[src/verilog/fes_pkg.sv]
`default_nettype none
// Shared constants of the erase and suspend sequencer
package fes_pkg;
  // Flash-side widths and address fields
  localparam int A_W = 16;
  localparam int S_W = 4;
  localparam int D_W = 8;
  localparam int SEC_LSB = 12;
  localparam int BANK_BIT = 15;
  // Unlock cycle addresses (low twelve bits)
  localparam logic [11:0] UNL_A1 = 12'h555;
  localparam logic [11:0] UNL_A2 = 12'h2AA;
  // Command codes on the data bus
  localparam logic [7:0] C_UNL1 = 8'hAA;
  localparam logic [7:0] C_UNL2 = 8'h55;
  localparam logic [7:0] C_SETUP = 8'h80;
  localparam logic [7:0] C_ERS = 8'h30;
  localparam logic [7:0] C_RES = 8'h30;
  localparam logic [7:0] C_SUSP = 8'hB0;
  localparam logic [7:0] C_PGM = 8'hA0;
  localparam logic [7:0] C_BYP = 8'h20;
  localparam logic [7:0] C_ASEL = 8'h90;
  localparam logic [7:0] C_EXIT = 8'hF0;
  localparam logic [7:0] C_BYX = 8'h00;
  // Readout codes, arbitrary values
  localparam logic [7:0] MFG_ID = 8'h5A;
  localparam logic [7:0] DEV_ID = 8'hC3;
  // Status bit positions
  localparam int POLL_BIT = 7;
  localparam int TGL_BIT = 6;
  localparam int WIN_BIT = 3;
  localparam int STGL_BIT = 2;
  // Acceptance window timing
  localparam int WIN_NS = 50000;
  localparam int CLK_NS = 10;
  localparam int WIN_CYC = (WIN_NS + CLK_NS - 1) / CLK_NS;
  // Register map and reset values
  localparam logic [7:0] CTRL_OFF = 8'h00;
  localparam logic [7:0] STAT_OFF = 8'h04;
  localparam logic [31:0] CTRL_RST = 32'h0040_0100;
  localparam logic [1:0] RESP_OK = 2'h0;
  localparam logic [1:0] RESP_ERR = 2'h2;
  // Sequencer states, one-hot
  typedef enum logic [12:0] {
    S_IDLE = 13'h0001,
    S_CY1 = 13'h0002,
    S_CY2 = 13'h0004,
    S_SETUP = 13'h0008,
    S_CY4 = 13'h0010,
    S_CY5 = 13'h0020,
    S_WIN = 13'h0040,
    S_PREP = 13'h0080,
    S_ERASE = 13'h0100,
    S_PSET = 13'h0200,
    S_PROG = 13'h0400,
    S_ASEL = 13'h0800,
    S_BYX = 13'h1000
  } fes_state_t;
endpackage
`default_nettype wire

[src/verilog/fes_sequencer.sv]
// How it works
// - Erase takes six writes, four in bypass
// - Preprogram to zero before electrical erase
// - Window lasts at least fifty microseconds
// - Window timed from final strobe rising edge
// - Extra sectors queue; each restarts window
// - Other write in window returns read mode
// - Window state readable on status bit three
// - Erase done: array reads, addresses released
// - Erasing bank reads status, others array
// - Running erase honours only suspend
// - Hardware reset aborts erase immediately
// - Suspend needs bank; only during sector erase
// - Suspend within twenty microseconds, window ends
// - Suspended sectors read status on byte
// - Program in suspend returns to suspend-read
// - Readout sequence accepted in suspend-read
// - Resume with bank; repeats ignored
// - Program suspend halts program quickly
// - Program suspend allowed inside erase suspend
// - Readout allowed in program suspend, returns
// - Program resume any address, repeats ignored
// - Bypass entered by unlock pair plus code
//
// The implementer's own choices: the address map and register access over AXI4-Lite.
`timescale 1ns/1ps
`default_nettype none
module fes_sequencer #(
  parameter int WIN_CYC = fes_pkg::WIN_CYC
) (
  // Clock and reset
  input wire logic clk,
  input wire logic srst,
  // Flash write cycle
  input wire logic weN,
  input wire logic [fes_pkg::A_W-1:0] wAddr,
  input wire logic [fes_pkg::D_W-1:0] wData,
  // Flash read cycle
  input wire logic rdEn,
  input wire logic [fes_pkg::A_W-1:0] rdAddr,
  input wire logic [fes_pkg::D_W-1:0] arrayData,
  output logic [fes_pkg::D_W-1:0] rdData,
  // Array control
  output logic preprogOn,
  output logic eraseOn,
  output logic progOn,
  output logic [(1<<fes_pkg::S_W)-1:0] sectorMask,
  output logic [fes_pkg::A_W-1:0] progAddr,
  output logic [fes_pkg::D_W-1:0] progData,
  // AXI4-Lite slave
  input wire logic [7:0] s_axi_awaddr,
  input wire logic s_axi_awvalid,
  output logic s_axi_awready,
  input wire logic [31:0] s_axi_wdata,
  input wire logic [3:0] s_axi_wstrb,
  input wire logic s_axi_wvalid,
  output logic s_axi_wready,
  output logic [1:0] s_axi_bresp,
  output logic s_axi_bvalid,
  input wire logic s_axi_bready,
  input wire logic [7:0] s_axi_araddr,
  input wire logic s_axi_arvalid,
  output logic s_axi_arready,
  output logic [31:0] s_axi_rdata,
  output logic [1:0] s_axi_rresp,
  output logic s_axi_rvalid,
  input wire logic s_axi_rready
);

  ////////////////////////////////////////////////////////////////////////
  // Declarations
  fes_pkg::fes_state_t st; // Sequencer state
  logic weNq; // Strobe seen last cycle
  logic wr; // Rising strobe edge: one write
  logic eSusp; // Erase is suspended
  logic pSusp; // Program is suspended
  logic bypass; // Unlock bypass mode
  logic ersPhase; // Suspended erase was past preprogram
  logic ersBank; // Bank holding the erase
  logic [15:0] tmr; // Window and erase phase timer
  logic [15:0] prgTmr; // Program timer
  logic [31:0] ctrl; // Erase length low, program length high
  logic tgl; // Toggle status bit
  logic sTgl; // Sector toggle status bit
  logic [fes_pkg::D_W-1:0] next_rdData;
  logic [(1<<fes_pkg::S_W)-1:0] wSecBit; // Sector of the write
  logic wBank; // Bank of the write
  logic rBank; // Bank of the read
  logic rSel; // Read hits a selected sector
  logic ersRun; // Erase owns its bank
  logic unl1; // First unlock cycle
  logic unl2; // Second unlock cycle
  logic winEnd; // Window has run out
  logic ersEnd; // Erase phase length reached
  logic prgEnd; // Program length reached
  logic awHave; // Write address held
  logic wHave; // Write data held
  logic [7:0] awA;
  logic [31:0] wD;
  logic [3:0] wS;

  ////////////////////////////////////////////////////////////////////////
  // Decode of write and read cycles
  assign wr = weN & ~weNq;
  assign wSecBit = 16'h0001 << wAddr[fes_pkg::SEC_LSB +: fes_pkg::S_W];
  assign wBank = wAddr[fes_pkg::BANK_BIT];
  assign rBank = rdAddr[fes_pkg::BANK_BIT];
  assign rSel = sectorMask[rdAddr[fes_pkg::SEC_LSB +: fes_pkg::S_W]];
  assign unl1 = wAddr[11:0] == fes_pkg::UNL_A1 && wData == fes_pkg::C_UNL1;
  assign unl2 = wAddr[11:0] == fes_pkg::UNL_A2 && wData == fes_pkg::C_UNL2;
  assign ersRun = st == fes_pkg::S_WIN || st == fes_pkg::S_PREP ||
                  st == fes_pkg::S_ERASE;
  assign winEnd = tmr == 16'(WIN_CYC - 1);
  assign ersEnd = {1'b0, tmr} + 17'h0_0001 >= {1'b0, ctrl[15:0]};
  assign prgEnd = {1'b0, prgTmr} + 17'h0_0001 >= {1'b0, ctrl[31:16]};
  assign preprogOn = st == fes_pkg::S_PREP;
  assign eraseOn = st == fes_pkg::S_ERASE;
  assign progOn = st == fes_pkg::S_PROG;

  // Write strobe history
  always_ff @(posedge clk) begin
    if (srst) begin
      weNq <= 1'b1;
    end else begin
      weNq <= weN;
    end
  end

  ////////////////////////////////////////////////////////////////////////
  // Command sequencer
  // reset aborts erase
  always_ff @(posedge clk) begin
    if (srst) begin
      st <= fes_pkg::S_IDLE;
      eSusp <= 1'b0;
      pSusp <= 1'b0;
      bypass <= 1'b0;
      ersPhase <= 1'b0;
      ersBank <= 1'b0;
      sectorMask <= '0;
      tmr <= 16'h0000;
      prgTmr <= 16'h0000;
      progAddr <= '0;
      progData <= '0;
    end else begin
      case (st)
        // Read mode, possibly with suspends pending
        fes_pkg::S_IDLE: begin
          if (wr) begin
            if (pSusp) begin
              if (wData == fes_pkg::C_RES) begin
                pSusp <= 1'b0;
                st <= fes_pkg::S_PROG;
              end else if (unl1) begin
                st <= fes_pkg::S_CY1;
              end
            end else if (eSusp && wData == fes_pkg::C_RES &&
                         wBank == ersBank) begin
              eSusp <= 1'b0;
              st <= ersPhase ? fes_pkg::S_ERASE : fes_pkg::S_PREP;
            end else if (unl1) begin
              st <= fes_pkg::S_CY1;
            end else if (bypass && !eSusp &&
                         wData == fes_pkg::C_SETUP) begin
              st <= fes_pkg::S_SETUP;
            end else if (bypass && wData == fes_pkg::C_PGM) begin
              st <= fes_pkg::S_PSET;
            end else if (bypass && wData == fes_pkg::C_ASEL) begin
              st <= fes_pkg::S_BYX;
            end
          end
        end
        // Second unlock cycle expected
        fes_pkg::S_CY1: begin
          if (wr) begin
            st <= unl2 ? fes_pkg::S_CY2 : fes_pkg::S_IDLE;
          end
        end
        // Command after the unlock pair
        fes_pkg::S_CY2: begin
          if (wr) begin
            st <= fes_pkg::S_IDLE;
            if (wData == fes_pkg::C_SETUP && !eSusp && !pSusp) begin
              st <= fes_pkg::S_SETUP;
            end else if (wData == fes_pkg::C_PGM && !pSusp) begin
              st <= fes_pkg::S_PSET;
            end else if (wData == fes_pkg::C_ASEL) begin
              st <= fes_pkg::S_ASEL;
            end else if (wData == fes_pkg::C_BYP && !eSusp && !pSusp) begin
              bypass <= 1'b1;
            end
          end
        end
        // Erase set-up seen, unlock pair follows
        fes_pkg::S_SETUP: begin
          if (wr) begin
            st <= unl1 ? fes_pkg::S_CY4 : fes_pkg::S_IDLE;
          end
        end
        fes_pkg::S_CY4: begin
          if (wr) begin
            st <= unl2 ? fes_pkg::S_CY5 : fes_pkg::S_IDLE;
          end
        end
        // Final write carries the sector
        fes_pkg::S_CY5: begin
          if (wr) begin
            st <= fes_pkg::S_IDLE;
            if (wData == fes_pkg::C_ERS) begin
              st <= fes_pkg::S_WIN;
              sectorMask <= wSecBit;
              ersBank <= wBank;
              ersPhase <= 1'b0;
              tmr <= 16'h0000;
            end
          end
        end
        // Acceptance window for further sectors
        fes_pkg::S_WIN: begin
          if (wr) begin
            if (wData == fes_pkg::C_ERS) begin
              sectorMask <= sectorMask | wSecBit;
              tmr <= 16'h0000;
            end else if (wData == fes_pkg::C_SUSP && wBank == ersBank) begin
              eSusp <= 1'b1;
              ersPhase <= 1'b0;
              tmr <= 16'h0000;
              st <= fes_pkg::S_IDLE;
            end else begin
              sectorMask <= '0;
              st <= fes_pkg::S_IDLE;
            end
          end else if (winEnd) begin
            tmr <= 16'h0000;
            st <= fes_pkg::S_PREP;
          end else begin
            tmr <= tmr + 16'h0001;
          end
        end
        fes_pkg::S_PREP, fes_pkg::S_ERASE: begin
          if (wr && wData == fes_pkg::C_SUSP && wBank == ersBank) begin
            eSusp <= 1'b1;
            ersPhase <= st == fes_pkg::S_ERASE;
            st <= fes_pkg::S_IDLE;
          end else if (ersEnd) begin
            tmr <= 16'h0000;
            if (st == fes_pkg::S_PREP) begin
              st <= fes_pkg::S_ERASE;
            end else begin
              sectorMask <= '0;
              ersBank <= 1'b0;
              st <= fes_pkg::S_IDLE;
            end
          end else begin
            tmr <= tmr + 16'h0001;
          end
        end
        // Program address and data cycle
        fes_pkg::S_PSET: begin
          if (wr) begin
            if (eSusp && sectorMask[wAddr[fes_pkg::SEC_LSB +: fes_pkg::S_W]])
            begin
              st <= fes_pkg::S_IDLE;
            end else begin
              progAddr <= wAddr;
              progData <= wData;
              prgTmr <= 16'h0000;
              st <= fes_pkg::S_PROG;
            end
          end
        end
        // Internal program
        fes_pkg::S_PROG: begin
          if (wr && wData == fes_pkg::C_SUSP) begin
            pSusp <= 1'b1;
            st <= fes_pkg::S_IDLE;
          end else if (prgEnd) begin
            st <= fes_pkg::S_IDLE;
          end else begin
            prgTmr <= prgTmr + 16'h0001;
          end
        end
        // Identification readout
        fes_pkg::S_ASEL: begin
          if (wr && wData == fes_pkg::C_EXIT) begin
            st <= fes_pkg::S_IDLE;
          end
        end
        // Bypass exit second cycle
        fes_pkg::S_BYX: begin
          if (wr) begin
            bypass <= wData == fes_pkg::C_BYX ? 1'b0 : bypass;
            st <= fes_pkg::S_IDLE;
          end
        end
        default: begin
          st <= fes_pkg::S_IDLE;
        end
      endcase
    end
  end

  ////////////////////////////////////////////////////////////////////////
  // Read data path
  // status versus array data
  always_comb begin
    next_rdData = arrayData;
    if (st == fes_pkg::S_ASEL) begin
      next_rdData = rdAddr[0] ? fes_pkg::DEV_ID : fes_pkg::MFG_ID;
    end else if (st == fes_pkg::S_PROG &&
                 rBank == progAddr[fes_pkg::BANK_BIT]) begin
      next_rdData = 8'h00;
      next_rdData[fes_pkg::POLL_BIT] = ~progData[7];
      next_rdData[fes_pkg::TGL_BIT] = tgl;
    end else if (ersRun && rBank == ersBank) begin
      next_rdData = 8'h00;
      next_rdData[fes_pkg::TGL_BIT] = tgl;
      next_rdData[fes_pkg::WIN_BIT] = st != fes_pkg::S_WIN;
      next_rdData[fes_pkg::STGL_BIT] = rSel & sTgl;
    end else if (eSusp && rSel) begin
      next_rdData = 8'h00;
      next_rdData[fes_pkg::POLL_BIT] = 1'b1;
      next_rdData[fes_pkg::STGL_BIT] = sTgl;
    end
  end

  // Registered read data and toggle bits
  always_ff @(posedge clk) begin
    if (srst) begin
      rdData <= 8'h00;
      tgl <= 1'b0;
      sTgl <= 1'b0;
    end else if (rdEn) begin
      rdData <= next_rdData;
      tgl <= tgl ^ ((ersRun && rBank == ersBank) ||
                    (st == fes_pkg::S_PROG &&
                     rBank == progAddr[fes_pkg::BANK_BIT]));
      sTgl <= sTgl ^ (rSel && (ersRun || eSusp));
    end
  end

  ////////////////////////////////////////////////////////////////////////
  // AXI4-Lite write side: erase and program lengths
  assign s_axi_awready = ~awHave;
  assign s_axi_wready = ~wHave;

  always_ff @(posedge clk) begin
    if (srst) begin
      awHave <= 1'b0;
      wHave <= 1'b0;
      awA <= 8'h00;
      wD <= 32'h0000_0000;
      wS <= 4'h0;
      ctrl <= fes_pkg::CTRL_RST;
      s_axi_bvalid <= 1'b0;
      s_axi_bresp <= fes_pkg::RESP_OK;
    end else begin
      if (s_axi_awvalid && !awHave) begin
        awHave <= 1'b1;
        awA <= s_axi_awaddr;
      end
      if (s_axi_wvalid && !wHave) begin
        wHave <= 1'b1;
        wD <= s_axi_wdata;
        wS <= s_axi_wstrb;
      end
      // Both halves present: commit and answer
      if (awHave && wHave && !s_axi_bvalid) begin
        awHave <= 1'b0;
        wHave <= 1'b0;
        s_axi_bvalid <= 1'b1;
        s_axi_bresp <= fes_pkg::RESP_OK;
        if (awA == fes_pkg::CTRL_OFF) begin
          for (int i = 0; i < 4; i++) begin
            if (wS[i]) begin
              ctrl[i*8 +: 8] <= wD[i*8 +: 8];
            end
          end
        end else if (awA != fes_pkg::STAT_OFF) begin
          s_axi_bresp <= fes_pkg::RESP_ERR;
        end
      end else if (s_axi_bvalid && s_axi_bready) begin
        s_axi_bvalid <= 1'b0;
      end
    end
  end

  // AXI4-Lite read side
  assign s_axi_arready = ~s_axi_rvalid;

  always_ff @(posedge clk) begin
    if (srst) begin
      s_axi_rvalid <= 1'b0;
      s_axi_rdata <= 32'h0000_0000;
      s_axi_rresp <= fes_pkg::RESP_OK;
    end else if (s_axi_arvalid && !s_axi_rvalid) begin
      s_axi_rvalid <= 1'b1;
      s_axi_rresp <= fes_pkg::RESP_OK;
      if (s_axi_araddr == fes_pkg::CTRL_OFF) begin
        s_axi_rdata <= ctrl;
      end else if (s_axi_araddr == fes_pkg::STAT_OFF) begin
        s_axi_rdata <= {sectorMask, bypass, pSusp, eSusp, st};
      end else begin
        s_axi_rdata <= 32'h0000_0000;
        s_axi_rresp <= fes_pkg::RESP_ERR;
      end
    end else if (s_axi_rvalid && s_axi_rready) begin
      s_axi_rvalid <= 1'b0;
    end
  end
endmodule
`default_nettype wire

[config.mk]
export PLATFORM = sky130hd
export DESIGN_NAME = fes_sequencer
export DESIGN_NICKNAME = d
export VERILOG_FILES = /design/src/verilog/fes_pkg.sv /design/src/verilog/fes_sequencer.sv
export SDC_FILE = /design/constraint.sdc
export NUM_CORES = 1
export LEC_CHECK = 0
export BUFFER_PORTS_ARGS = -buffer_cell sky130_fd_sc_hd__buf_2
export CAP_MARGIN = 5
export CORE_ASPECT_RATIO = 1.25
export CORE_UTILIZATION = 40
export CTS_CLUSTER_SIZE = 30
export DETAILED_ROUTE_END_ITERATION = 10
export GPL_ROUTABILITY_DRIVEN = 1
export PLACE_DENSITY = 0.61
export SLEW_MARGIN = 0
export SYNTH_ARGS = -nofsm -noshare
export SYNTH_HDL_FRONTEND = slang
export SYNTH_SLANG_ARGS = --single-unit
[constraint.sdc]
create_clock -name clk -period 4.4 [get_ports clk]
set_input_delay 0.66 -clock clk [delete_from_list [all_inputs] [get_ports clk]]
set_output_delay 0.66 -clock clk [all_outputs]
set_load 0.02 [all_outputs]
==> metrics.csv <==
metric;value;unit
irDropWorstVdd;0.244;mV
yosys-top-cells-area;dfxtp_1, nand2_1, a21oi_1, nor2_1, ha_1;
finalCoreUtilization;47.6;%
cts_root_buf;clkbuf_16;
drt.antenna.violating_nets;0;
rsz0062_at_grt;false;
rows;67;
cts-htree-levels;1;
gp_routability_congestion;0.903;
track_usage;22.1;%
synth-edff-count;0;
dp.cells;1827;
number_of_storage_elements_in_the_synthesis_netlist;215;
seq_area_frac_synth;39.3;%
ctsLongestPathBuffers;3;
multi_input_comb_area;6050;µm²
placement.setup.worst_slack;0.260;ns
worstSkewPairLatency;0.51;ns
clock_slew_at_the_register_clock_pins_of_the_worst_setup_and_hold_paths;0.07;ns
via_per_inst;5.45;
cts_resized;0;
antenna-diode-count;0;
fillers;2708;
first_iter_violations;754;
path_max_fanout;12;
worst_margin_pin_slew;1.08;ns
maxSlewHeadroom;28.1;%
worst-endpoint-required;4.80;ns
die_area;28100;µm²
floorplan.io_pins;201;
place_area;12100;µm²
worstSetupPathType;reg -> reg;
area_of_the_mapped_netlist;11000;µm²
synth.top_cells.by_count;dfxtp_1, nand2_1, nor2_1, a21oi_1, o21ai_0;
layout_setup_ws;0.356;ns
final_hold_violating_endpoints;0;
antenna_found_initial;0;
die_height;187;µm
cts.sinks;215;
layoutNonFillerInstCount;1868;
ys_dominant_reg_cell;dfxtp_1;
vias;10200;
cts_tree;built;
report.final.setup_viol;0;
timing.critical_path.to_type;flop;
max_cap_viol_count;0;
async_flop_share;0;%
cts_made_buffers;23;
final_net_count;1650;
most_frequently_used_cell_type_in_the_post_synthesis_netlist;dfxtp_1;
dr.pass1.iters;5;
critical_path_arrival;4.45;ns
final.period_utilization;91.9;%
floorplan.initialDensity;40.7;%
port_buffers;187;
status;finished, final reports clean;
die_x;150;µm
timing.clock.skew;0.0110;ns
total_leakage_power;5.20;nW
cts.hold.buffers_added;0;
final_total_negative_setup_slack;0;ns
powerDensity;323;nW/µm²
grt_overflow_total;0;
post_route_cells_drive_above_1_share;19.3;%
syn_avg_cell_area;8.05;µm²
slew_violations;0;
first_global_vias;9593;
netlist-cell-type-count;81;
wire_length_of_the_first_global_routing_pass;49800;µm
route.final.wire_length;31700;µm
post_cts_buffers;0;
critical_path.startpoint_type;flop;
fmax;247;MHz
min_period;4.04;ns
syn_inst;1361;
worst_hold_path_type;in -> reg;
ys.warnings.count;0;
synth_top_area_share;39.3;%
wire_per_inst;16.9;µm
synthDominantAreaCellType;dfxtp_1;
core_area;26900;µm²
drc;0;
area_delta_synth_final;16.9;%
seqCellArea;4300;µm²
grt_max_degree;67;
dpl.hpwl;23000;µm
post-route-cell-area;12800;µm²
## through the flow
stage	power, mW	hold slack [ns]
2_1_floorplan	2.19	0.432
3_3_place_gp	2.29	0.443
3_5_place_dp	2.29	0.443
4_1_cts	4.19	0.313
5_1_grt	4.30	0.331
6_report	4.13	0.325
## registers in the layout, indices dropped and copies added, names as in the netlist, 13 cells and up
name and cells:
ctrl 32, prgTmr 16, progAddr 16, s_axi_rdata 32, sectorMask 16, st 13, tmr 16, wD 32
## critical path: stages (launching register included)
cell	delay, ns
dfxtp_1	0.43
nand2_1	0.18
nor3_1	0.28
and3_1	0.23
nand3_1	0.15
nor2_1	0.25
xnor2_1	0.10
ha_1	0.31
nand3_1	0.13
or4_1	0.56
o2111ai_2	0.27
buf_4	0.18
o2111ai_2	0.12
nor3_2	0.22
buf_4	0.22
nor3b_1	0.06
a41o_2	0.25
## logic make-up after synthesis
group	share of synthesized area, %
xor gates and xnor gates	2.80
muxes	5.53
adders and majority gates	3.88
other	0.0342
buffers and inverters	5.75
and+or+nand+nor	26.3
DFF	39.3
AOI/OAI and AO/OA	16.4
## power by group
group	internal (mW)	total, mW	switching, mW
Clock	1.10	1.88	0.785
Sequential	1.98	2.00	0.0215
Combinational	0.0864	0.248	0.162
Total	3.16	4.13	0.969
## cell usage in the layout, fill, tap and decap left out, types with 38 or more instances in the layout
cell type / synthesis / layout
a21oi_1: 114 / 114
buf_2: 6 / 186
dfxtp_1: 215 / 215
inv_1: 46 / 46
mux2i_1: 38 / 38
nand2_1: 211 / 211
nand3_1: 68 / 68
nor2_1: 134 / 133
o21ai_0: 72 / 72
## metal layers
metal  up-vias  track usage, %  wire, µm  part of all wire, %
li1       5066               -         -                    -
met2       316            37.9     15400                   49
met4         0            8.74      1200                  3.8
met1      4724            27.8     13400                   42
met3        73            2.95      1700                  5.4
met5         -               0         0                    0
## cell type report
| class | instances | area share, % |
|---|---|---|
| multi-input cells | 1010 | 47.3 |
| flip-flops and latches | 215 | 33.6 |
| repair buffers | 211 | 8.76 |
| clock buffers | 30 | 4.78 |
| well taps | 345 | 3.37 |
| inverters | 46 | 1.35 |
| clock inverters | 11 | 0.840 |
## worst paths after layout
kind	start	endpoint	slack [ns]	cells after the start
worst max-delay path	tmr[3]$_SDFFE_PP0P_	st[3]$_SDFFE_PP0P_	0.36	16
worst min-delay path	s_axi_rready	s_axi_rvalid$_SDFFE_PP0P_	0.33	2
worst max register to register	tmr[3]$_SDFFE_PP0P_	st[3]$_SDFFE_PP0P_	0.36	16
worst min register to register	wD[30]$_SDFFE_PP0P_	wD[30]$_SDFFE_PP0P_	0.45	2
Note: power is estimated with default switching activity, not from simulation.
